--- src/verilog/fifo_flag_pkg.sv ---
/*
 Shared constants for the dual-rate FIFO flag logic: default geometry,
 default flag thresholds and the reset levels of the status flags.
 Assumes one system clock; read and write rates arrive as tick enables.
*/
package fifo_flag_pkg;

   // ------------------------------------------------------------
   // geometry defaults
   // ------------------------------------------------------------
   localparam int DATA_W_DEF = 8;
   localparam int ADDR_W_DEF = 4;

   // ------------------------------------------------------------
   // threshold defaults, in stored words
   // ------------------------------------------------------------
   localparam int NEAR_EMPTY_OFFSET_DEF = 3;
   localparam int NEAR_FULL_OFFSET_DEF = 3;

   // ------------------------------------------------------------
   // flag levels at reset
   // ------------------------------------------------------------
   localparam logic EMPTY_RST = 1'b1;
   localparam logic NEAR_EMPTY_RST = 1'b1;
   localparam logic FULL_RST = 1'b0;
   localparam logic NEAR_FULL_RST = 1'b0;
   localparam logic ERR_RST = 1'b0;

endpackage : fifo_flag_pkg

--- src/verilog/fifo_flag_core.sv ---
/*
 FIFO with full, near-full, empty, near-empty and error flags, standard or
 first-word-fall-through read. Write and read rates are tick enables on
 ref_clk_i; pointers cross between the two sides gray-coded.
 Assumes the mode input is static while the FIFO holds data and that
 reset is held low for three ticks of each side.
*/
// How it works
// - near-empty drops three read ticks after the write lifting occupancy
// - fall-through shows the head word with no read; standard waits a read
// - near-empty drop may come one read tick late when ticks coincide
// - write into near-full FIFO raises near-full at that write tick
// - write filling last slot raises full at that write tick
// - full stays up across a read then write while full
// - write while full is dropped and raises write overflow error
// - write error recomputed each write tick: enable and full
// - read from full FIFO gives oldest word; full drops three ticks on
// - near-full drops three write ticks after the read crossing below
// - near-full and full drop may take one more write tick
// - fall-through data appears on the same read tick as the earliest standard data
// - read from near-empty FIFO raises near-empty at that read tick
// - read of last word shows it and raises empty at that tick
// - empty stays up across a write then read while empty
// - read while empty raises read error; data output holds unless the fall-through head word loads on that tick
// - read error recomputed each read tick: enable and empty
// - reset sets empty and near-empty, clears full and near-full
// - empty drops three read ticks after write, four in fall-through
// - two offset parameters set the near thresholds on stored words
`timescale 1ns/1ps
module fifo_flag_core #(
   parameter int DATA_W = fifo_flag_pkg::DATA_W_DEF,
   parameter int ADDR_W = fifo_flag_pkg::ADDR_W_DEF,
   parameter int NEAR_EMPTY_OFFSET = fifo_flag_pkg::NEAR_EMPTY_OFFSET_DEF,
   parameter int NEAR_FULL_OFFSET = fifo_flag_pkg::NEAR_FULL_OFFSET_DEF
) (
   input wire logic ref_clk_i,
   input wire logic rst_n_i,
   input wire logic first_word_fall_through_i,
   input wire logic write_clock_i,
   input wire logic write_enable_i,
   input wire logic [DATA_W-1:0] write_data_in_i,
   output logic full_o,
   output logic near_full_flag_o,
   output logic write_overflow_error_o,
   input wire logic read_clock_i,
   input wire logic read_enable_i,
   output logic [DATA_W-1:0] read_data_out_o,
   output logic empty_o,
   output logic near_empty_flag_o,
   output logic read_underflow_error_o
);

   localparam int PW = ADDR_W + 1;
   localparam int DEPTH = 1 << ADDR_W;
   localparam logic [PW-1:0] DEPTH_CNT = PW'(DEPTH);
   localparam logic [PW-1:0] NE_LEVEL = PW'(NEAR_EMPTY_OFFSET);
   localparam logic [PW-1:0] NF_LEVEL = PW'(DEPTH - NEAR_FULL_OFFSET);

   // ------------------------------------------------------------
   // gray helpers
   // ------------------------------------------------------------
   function automatic logic [PW-1:0] to_gray(input logic [PW-1:0] b);
      to_gray = b ^ (b >> 1);
   endfunction : to_gray

   function automatic logic [PW-1:0] from_gray(input logic [PW-1:0] g);
      logic [PW-1:0] b;
      b = '0;
      for (int i = PW - 1; i >= 0; i--) begin
         if (i == PW - 1) begin
            b[i] = g[i];
         end else begin
            b[i] = b[i+1] ^ g[i];
         end
      end
      from_gray = b;
   endfunction : from_gray

   // ------------------------------------------------------------
   // storage
   // ------------------------------------------------------------
   logic [DATA_W-1:0] mem [DEPTH];

   logic [PW-1:0] wr_ptr;
   logic [PW-1:0] wr_gray;
   logic [PW-1:0] rd_ptr;
   logic [PW-1:0] rd_gray;
   logic [PW-1:0] rd_gray_sync;
   logic [PW-1:0] wr_gray_sync;
   logic [PW-1:0] rd_bin_sync;
   logic [PW-1:0] wr_bin_sync;

   // ------------------------------------------------------------
   // pointer crossings
   // ------------------------------------------------------------
   gray_ptr_sync #(
      .W(PW)
   ) u_rd_to_wr (
      .ref_clk_i(ref_clk_i),
      .rst_n_i(rst_n_i),
      .tick_i(write_clock_i),
      .gray_i(rd_gray),
      .gray_o(rd_gray_sync)
   );

   gray_ptr_sync #(
      .W(PW)
   ) u_wr_to_rd (
      .ref_clk_i(ref_clk_i),
      .rst_n_i(rst_n_i),
      .tick_i(read_clock_i),
      .gray_i(wr_gray),
      .gray_o(wr_gray_sync)
   );

   assign rd_bin_sync = from_gray(rd_gray_sync);
   assign wr_bin_sync = from_gray(wr_gray_sync);

   // ------------------------------------------------------------
   // write side
   // ------------------------------------------------------------
   logic wr_accept;
   logic [PW-1:0] next_wr_ptr;
   logic [PW-1:0] wr_occupancy;

   assign wr_accept = write_enable_i && !full_o;
   assign next_wr_ptr = wr_ptr + PW'(wr_accept);
   assign wr_occupancy = next_wr_ptr - rd_bin_sync;

   always_ff @(posedge ref_clk_i) begin
      if (write_clock_i && wr_accept) begin
         mem[wr_ptr[ADDR_W-1:0]] <= write_data_in_i;
      end
   end

   always_ff @(posedge ref_clk_i or negedge rst_n_i) begin
      if (!rst_n_i) begin
         wr_ptr <= '0;
         wr_gray <= '0;
      end else if (write_clock_i) begin
         wr_ptr <= next_wr_ptr;
         wr_gray <= to_gray(next_wr_ptr);
      end
   end

   always_ff @(posedge ref_clk_i or negedge rst_n_i) begin
      if (!rst_n_i) begin
         full_o <= fifo_flag_pkg::FULL_RST;
         near_full_flag_o <= fifo_flag_pkg::NEAR_FULL_RST;
      end else if (write_clock_i) begin
         full_o <= (wr_occupancy == DEPTH_CNT);
         near_full_flag_o <= (wr_occupancy >= NF_LEVEL);
      end
   end

   always_ff @(posedge ref_clk_i or negedge rst_n_i) begin
      if (!rst_n_i) begin
         write_overflow_error_o <= fifo_flag_pkg::ERR_RST;
      end else if (write_clock_i) begin
         write_overflow_error_o <= write_enable_i && full_o;
      end
   end

   // ------------------------------------------------------------
   // read side
   // ------------------------------------------------------------
   logic head_valid;
   logic mem_avail;
   logic std_pop;
   logic ft_consume;
   logic ft_load;
   logic pop;
   logic next_head_valid;
   logic [PW-1:0] next_rd_ptr;
   logic [PW-1:0] rd_occupancy;
   logic next_empty;

   assign std_pop = read_enable_i && !empty_o;
   assign ft_consume = read_enable_i && head_valid;
   assign ft_load = mem_avail && (!head_valid || ft_consume);
   assign pop = first_word_fall_through_i ? ft_load : std_pop;
   assign next_rd_ptr = rd_ptr + PW'(pop);

   always_comb begin
      next_head_valid = head_valid;
      if (ft_load) begin
         next_head_valid = 1'b1;
      end else if (ft_consume) begin
         next_head_valid = 1'b0;
      end
   end

   always_comb begin
      rd_occupancy = wr_bin_sync - next_rd_ptr;
      if (first_word_fall_through_i) begin
         rd_occupancy = rd_occupancy + PW'(next_head_valid);
         next_empty = !next_head_valid;
      end else begin
         next_empty = (rd_occupancy == '0);
      end
   end

   always_ff @(posedge ref_clk_i or negedge rst_n_i) begin
      if (!rst_n_i) begin
         rd_ptr <= '0;
         rd_gray <= '0;
      end else if (read_clock_i) begin
         rd_ptr <= next_rd_ptr;
         rd_gray <= to_gray(next_rd_ptr);
      end
   end

   // extra stage gives the fall-through path its fourth tick
   always_ff @(posedge ref_clk_i or negedge rst_n_i) begin
      if (!rst_n_i) begin
         mem_avail <= 1'b0;
         head_valid <= 1'b0;
      end else if (read_clock_i) begin
         mem_avail <= first_word_fall_through_i &&
            (wr_bin_sync != next_rd_ptr);
         head_valid <= first_word_fall_through_i && next_head_valid;
      end
   end

   always_ff @(posedge ref_clk_i or negedge rst_n_i) begin
      if (!rst_n_i) begin
         read_data_out_o <= '0;
      end else if (read_clock_i && pop) begin
         read_data_out_o <= mem[rd_ptr[ADDR_W-1:0]];
      end
   end

   always_ff @(posedge ref_clk_i or negedge rst_n_i) begin
      if (!rst_n_i) begin
         empty_o <= fifo_flag_pkg::EMPTY_RST;
         near_empty_flag_o <= fifo_flag_pkg::NEAR_EMPTY_RST;
      end else if (read_clock_i) begin
         empty_o <= next_empty;
         near_empty_flag_o <= (rd_occupancy <= NE_LEVEL);
      end
   end

   always_ff @(posedge ref_clk_i or negedge rst_n_i) begin
      if (!rst_n_i) begin
         read_underflow_error_o <= fifo_flag_pkg::ERR_RST;
      end else if (read_clock_i) begin
         read_underflow_error_o <= read_enable_i && empty_o;
      end
   end

endmodule : fifo_flag_core

--- src/verilog/gray_ptr_sync.sv ---
/*
 Two-stage synchroniser for a gray-coded pointer.
 Assumes the destination side advances only on its own tick enable.
*/
`timescale 1ns/1ps
module gray_ptr_sync #(
   parameter int W = 5
) (
   input wire logic ref_clk_i,
   input wire logic rst_n_i,
   input wire logic tick_i,
   input wire logic [W-1:0] gray_i,
   output logic [W-1:0] gray_o
);

   logic [W-1:0] stage_one;

   // ------------------------------------------------------------
   // two flops, first one read only by the second
   // ------------------------------------------------------------
   always_ff @(posedge ref_clk_i or negedge rst_n_i) begin
      if (!rst_n_i) begin
         stage_one <= '0;
         gray_o <= '0;
      end else if (tick_i) begin
         stage_one <= gray_i;
         gray_o <= stage_one;
      end
   end

endmodule : gray_ptr_sync
--- config.mk ---
export PLATFORM = sky130hd
export DESIGN_NAME = fifo_flag_core
export DESIGN_NICKNAME = d
export VERILOG_FILES = /design/src/verilog/fifo_flag_pkg.sv /design/src/verilog/fifo_flag_core.sv /design/src/verilog/gray_ptr_sync.sv
export SDC_FILE = /design/constraint.sdc
export NUM_CORES = 1
export LEC_CHECK = 0
export BUFFER_PORTS_ARGS = -buffer_cell sky130_fd_sc_hd__buf_2
export CAP_MARGIN = 20
export CORE_ASPECT_RATIO = 0.9
export CORE_MARGIN = 10
export CORE_UTILIZATION = 55
export CTS_CLUSTER_SIZE = 30
export DETAILED_ROUTE_END_ITERATION = 16
export GPL_TIMING_DRIVEN = 1
export PLACE_DENSITY = 0.75
export SLEW_MARGIN = 20
export SYNTH_ARGS = -nofsm -noshare
export SYNTH_HDL_FRONTEND = slang
export SYNTH_SLANG_ARGS = --single-unit
export TNS_END_PERCENT = 100
--- constraint.sdc ---
create_clock -name ref_clk_i -period 2.8 [get_ports ref_clk_i]
set_clock_uncertainty 0.1 [all_clocks]
set_input_delay 0.14 -clock ref_clk_i [delete_from_list [all_inputs] [get_ports ref_clk_i]]
set_output_delay 0.14 -clock ref_clk_i [all_outputs]
set_load 0.01 [all_outputs]
==> results of run 1 <==
repair_timing:
action	4_1_cts	5_1_grt
endpoints found under the setup margin	4	4
resized for setup	6	7
endpoints found under the hold margin	99	0
setup buffers	5	3
pin swaps	15	11
hold buffers	12	0
power breakdown:
| part | internal (mW) | switching (mW) |
|---|---|---|
| Clock | 1.32 | 1.01 |
| Combinational | 3.04 | 2.73 |
| Sequential | 3.36 | 0.349 |
final timing paths:
| path | start | endpoint | slack (ps) | depth (start not counted) |
|---|---|---|---|---|
| worst max-delay path | u_wr_to_rd.gray_o[3]$_DFFE_PN0P_ | near_empty_flag_o$_DFFE_PN1P_ | -120 | 9 |
| worst min-delay path | write_data_in_i[0] | mem[2][0]$_DFFE_PP_ | 10 | 1 |
| worst max register to register | u_wr_to_rd.gray_o[3]$_DFFE_PN0P_ | near_empty_flag_o$_DFFE_PN1P_ | -120 | 9 |
| worst min register to register | read_data_out_o[1]$_DFFE_PN0P_ | read_data_out_o[1]$_DFFE_PN0P_ | 410 | 1 |
| max in group asynchronous | rst_n_i | near_empty_flag_o$_DFFE_PN1P_ | 1710 | 3 |
| min in group asynchronous | rst_n_i | read_data_out_o[7]$_DFFE_PN0P_ | 60 | 2 |
area by class of cell:
| cell class | instances | area, sq um | share of cell area (%) |
|---|---|---|---|
| Multi-Input combinational cell | 242 | 2500 | 27.12 |
| Tap cell | 193 | 241.5 | 2.620 |
| Clock inverter | 11 | 110.1 | 1.195 |
| Inverter | 14 | 52.55 | 0.5701 |
| Timing Repair Buffer | 91 | 643.1 | 6.977 |
| Sequential cell | 182 | 5199 | 56.40 |
| Clock buffer | 21 | 471.7 | 5.117 |
layout by cell type (no fill, tap or decap), types with 4 or more instances in the layout:
cell,n
inv_6,4
nand2_1,21
mux4_2,32
nor2b_1,5
a21oi_1,8
nand3_1,7
dfrtp_1,51
ha_1,9
xnor2_2,4
inv_1,13
xor2_1,10
buf_4,51
nor2_1,23
edfxtp_1,128
nand4_1,5
clkbuf_16,18
buf_2,28
a22oi_1,16
dlygate4sd3_1,12
xnor2_1,19
mux2_2,36
nor3_1,5
state kept, by name, indices dropped and copies added, names as in the netlist, 4 cells and up:
signal,cells
rd_gray,4
u_rd_to_wr.gray_o,5
read_data_out_o,8
u_wr_to_rd.gray_o,5
u_rd_to_wr.stage_one,5
mem,128
wr_ptr,5
wr_gray,4
u_wr_to_rd.stage_one,5
rd_ptr,5
stage by stage:
| step | instances | util (%) | cell area [sq um] | setup WS, ps |
|---|---|---|---|---|
| after CTS | 751 | 65.63 | 9158 | -128.6 |
| after global routing | 754 | 66.06 | 9218 | -248.0 |
| final | 754 | 66.06 | 9218 | -116.4 |
| after detailed placement | 702 | 60.18 | 8397 | -124.2 |
| after global placement | 702 | 60.18 | 8397 | -33.49 |
| after floorplan | 462 | - | 7839 | -105.0 |
routing by layer:
metal	vias to the layer above	global-route usage [%]	routed length, um	share of wire (%)
met5	-	0	0	0
met4	0	6.790	294	1.9
met3	19	4.090	1027	6.7
met2	139	26.02	7432	48
met1	2140	21.42	6577	43
li1	1927	-	-	-
cell families (layout without fill, tap and decap cells):
logic type | after synthesis | in the layout | synth area share, %
compound gates | 41 | 41 | 3.568
xor+xnor | 39 | 39 | 5.095
fa+ha+maj | 16 | 16 | 2.764
buf+inv | 38 | 137 | 2.588
flops | 182 | 182 | 66.76
mux | 68 | 68 | 14.46
simple gates | 78 | 78 | 4.758
cell usage after synthesis, types with 2 or more instances:
| cell | count |
|---|---|
| a21o_1 | 3 |
| a21oi_1 | 10 |
| a22oi_1 | 16 |
| buf_2 | 5 |
| buf_6 | 2 |
| clkbuf_1 | 11 |
| clkbuf_8 | 2 |
| dfrtp_1 | 52 |
| dfstp_2 | 2 |
| edfxtp_1 | 128 |
| fa_1 | 2 |
| ha_1 | 14 |
| inv_1 | 14 |
| mux2_2 | 36 |
| mux4_2 | 32 |
| nand2_1 | 22 |
| nand2b_1 | 3 |
| nand3_1 | 7 |
| nand4_1 | 5 |
| nor2_1 | 23 |
| nor2b_1 | 5 |
| nor3_1 | 5 |
| o21ai_0 | 5 |
| xnor2_1 | 23 |
| xor2_1 | 12 |
==> out/results.tsv, run 1 <==
metric	value	unit
Synth Flop Type	edfxtp_1	
Synth Instances	462	
Total Power Consumption	11.80	mW
Synth cell types	48	
DP HPWL	9919	um
via/cell ratio	5.603	
critical path type	flip-flop to flip-flop	
CTS Buf Count	17	
Max rail drop VDD	0.7709	mV
layout cells sized above 1	36.90	%
Area Overhead vs Synth	18.40	%
clk root buf	clkbuf_16	
Fillers	980	
I/O pin total	29	
Final Hold Fails	0	
Die Ht	132.9	um
worst-skew pair later-pin latency	420	ps
number of synthesized flops with an enable pin	128	
main area contributors after synthesis	edfxtp_1, dfrtp_1, mux4_2	
final setup violation count	4	
H-tree levels	4	
die area	19320	sq um
total detailed-routing wirelength	15330	um
Crit Path Max Fanout	2	
area of the core	13950	sq um
n_diodes	0	
delay-heaviest family, CP	simple AND/OR/NAND/NOR gates	
startpoint types	flip-flop	
WL/cell	20.33	um
initial core utilization	55.79	%
nets	579	
register area share after synthesis	66.76	%
min-delay worst type	primary input to flip-flop	
All-Layer GR Usage	16.46	%
flops & latches, synth	182	
final worst setup slack	-116.4	ps
post-synth top area share	49.37	%
TritonRoute pass-1 iters	5	
Arr. time, crit path	3180	ps
period utilization	104.2	%
clk slew on worst S/H paths	70	ps
Worst path slowest cell	xor3_2	
relative slew slack	53.09	%
min Tclk post-route	2916	ps
Syn Std Cell Area	7785	sq um
first-pass GRT wire length	24720	um
pin count of the biggest net entering global routing	40	
final max-slew violation count	0	
CP max stage delay	470	ps
Die Width	145.4	um
First DRT Iteration DRCs	401	
Fin Setup TNS	-207.3	ps
ys async rst share	29.67	%
CP Buf/Inv Count	0	
status	finished, violations left	
vias in the first global route	4479	
YS warnings	0	
power per cell area	1281	nW/um^2
Routability Congestion	0.8620	
Slew @ Worst Pin	702.2	ps
Port Buffers	28	
WP data required	3060	ps
via count	4225	
total gr overflow	0	
clk sinks	182	
unrepaired setup endpoints after global routing	true	
initial antenna violation count	0	
Max Buffers Root-to-Sink	2	
TritonCTS clock tree	yes	
cell taking the most area after synthesis	edfxtp_1	
Post-Syn Nets	493	
max frequency	342.9	MHz
worst hold margin	12.63	ps
Avg Cell Area, Syn	16.85	sq um
Leakage	3.446	nW
Post-route DRC	0	
Critical Path Sink Type	flip-flop	
Final ANT Viol Nets	0	
MaxCap Viol Count	0	
failing checks	setup timing	
CP cell instances	xor3_2 -> xnor2_2 -> xor2_1 -> ha_2 -> fa_2 -> and2b_2 -> nand2_2 -> or4_1 -> nand3_1	
Cell Rows	41	
Note: power is estimated with default switching activity, not from simulation.
==> run 2: changes to the inputs <==
TNS_END_PERCENT = 10   (was 100)
==> run 2 against run 1 <==
  * The flow still finishes with violations (setup timing)
  * Via count increased by 0.52%
  * Clock-buffer cell count decreased by 4
  * Sequential share of layout area increased by 0.46 points
  * Setup slack got worse by 43 ps
  * Maximum frequency decreased by 1.5%
  * Final cell count decreased by 0.27%
  * Register-to-register slack got worse by 40 ps
  * Routed wire length increased by 0.92%
  * Core utilization decreased by 0.53 points
  * Clock power decreased by 2%
  * Die area unchanged
  * Largest cell class unchanged
  * Largest power group unchanged
==> out/results.tsv, run 2 (synthesized netlist as in run 1, its figures left out) <==
metric	value	unit
status	finished, violations left	
failing checks	setup timing	
Crit Path Max Fanout	2	
startpoint types	flip-flop	
Placed Cells	704	
worst hold margin	12.38	ps
Largest register FFs	128	
layout cells sized above 1	36.85	%
relative slew slack	46.57	%
power per cell area	1285	nW/um^2
TritonRoute pass-1 iters	5	
clk sinks	182	
MaxCap Viol Count	0	
DP HPWL	9823	um
CTS Buf Count	17	
fin cells	752	
nets	577	
post-place setup slack	-160.4	ps
Die Width	145.4	um
Final ANT Viol Nets	0	
Area Overhead vs Synth	17.45	%
most frequent cells in the layout	edfxtp_1, buf_4, dfrtp_1	
Critical Path Sink Type	flip-flop	
internal power	7.641	mW
initial antenna violation count	0	
total detailed-routing wirelength	15470	um
clk root buf	clkbuf_16	
final max-slew violation count	0	
sw power	4.106	mW
Port Buffers	28	
I/O pin total	29	
Worst path slowest cell	dfrtp_1	
unrepaired setup endpoints after global routing	true	
Most Frequent Cell on Critical Path	xor2_1	
via/cell ratio	5.648	
Die Ht	132.9	um
Cell Rows	41	
vias in the first global route	4559	
TritonCTS clock tree	yes	
WL/cell	20.58	um
Final Hold Fails	0	
Fin Setup TNS	-434.8	ps
Routability Congestion	0.8397	
clk slew on worst S/H paths	70	ps
CP cell instances	xnor2_2 -> xor2_1 -> xor2_1 -> xnor2_1 -> ha_2 -> inv_2 -> fa_2 -> a21o_1 -> a21oi_2 -> xor2_1 -> xnor2_1 -> a31oi_1 -> a21oi_1	
most common cell after layout, fill and taps aside	edfxtp_1	
Max Buffers Root-to-Sink	2	
critical path type	flip-flop to flip-flop	
Core Util, Final	65.53	%
initial core utilization	55.79	%
total gr overflow	0	
pin count of the biggest net entering global routing	40	
period utilization	105.7	%
area of the core	13950	sq um
first-pass GRT wire length	25180	um
sw frac	34.95	%
max frequency	337.9	MHz
n_diodes	0	
die area	19320	sq um
First DRT Iteration DRCs	385	
Reg power frac	31.4	%
Max rail drop VDD	0.7565	mV
H-tree levels	4	
min Tclk post-route	2959	ps
Fillers	956	
WP data required	2990	ps
min-delay worst type	primary input to flip-flop	
via count	4247	
worst-skew pair later-pin latency	420	ps
CP max stage delay	410	ps
part of the power in combinational logic	49.2	%
final worst setup slack	-159.3	ps
Leakage	3.424	nW
Post-route DRC	0	
All-Layer GR Usage	16.73	%
clock power share	19.4	%
Slew @ Worst Pin	799.8	ps
Arr. time, crit path	3150	ps
final setup violation count	3	
## run 2: through the flow
step / power (mW) / cell area, sq um
after detailed placement: 8.952 / 8398
after global placement: 8.716 / 8398
after global routing: 12.50 / 9144
after CTS: 11.59 / 9114
final: 11.75 / 9144
after floorplan: 7.387 / 7825
## run 2: layout make-up
type	count	area [sq um]	area share [%]
Sequential cell	182	5199	56.86
Multi-Input combinational cell	242	2464	26.94
Timing Repair Buffer	89	620.6	6.787
Clock buffer	17	425.4	4.652
Tap cell	193	241.5	2.641
Clock inverter	15	141.4	1.546
Inverter	14	52.55	0.5747
## run 2: final timing paths
check	endpoint	slack (ps)	startpoint	depth (start not counted)
worst min-delay path	mem[8][2]$_DFFE_PP_	10	write_data_in_i[2]	1
worst min register to register	read_data_out_o[7]$_DFFE_PN0P_	400	read_data_out_o[7]$_DFFE_PN0P_	1
worst max-delay path	near_full_flag_o$_DFFE_PN0P_	-160	u_rd_to_wr.gray_o[3]$_DFFE_PN0P_	13
worst max register to register	near_full_flag_o$_DFFE_PN0P_	-160	u_rd_to_wr.gray_o[3]$_DFFE_PN0P_	13
min in group asynchronous	rd_ptr[0]$_DFFE_PN0P_	70	rst_n_i	2
max in group asynchronous	u_rd_to_wr.stage_one[2]$_DFFE_PN0P_	1700	rst_n_i	3
## run 2: per-layer routing
layer,vias up,wire length (um),global-route usage [%]
met5,-,0,0
met4,0,195,5.051
met3,17,980,3.579
met2,127,7578,26.99
met1,2184,6719,22.42
li1,1919,-,-
## run 2: critical path, delay by kind of cell, from the launching register on
kind                     cells  cell delay (ps)
adder cells (fa/ha/maj)      2              560
XOR/XNOR                     6             1170
flip-flops                   1              410
AO/OA/AOI/OAI                4              550
buffers and inverters        1               50
## run 2: power groups by stage
stage                     clock network, mW  registers (mW)  logic, mW
after global placement                    0            3.71       5.01
final                                  2.27            3.69       5.78
after detailed placement                  0            3.73       5.22
after global routing                   2.43            3.75       6.32
after CTS                              2.31            3.69       5.59
after floorplan                           0            3.63       3.75
## run 2: what timing repair did
action / in CTS / in global routing
endpoints found under the setup margin: 4 / 4
pin swaps: 16 / 13
resized for setup: 7 / 6
setup buffers: 5 / 2
cloned: 0 / 0
hold endpoints to repair: 39 / 0
hold buffers: 9 / 0
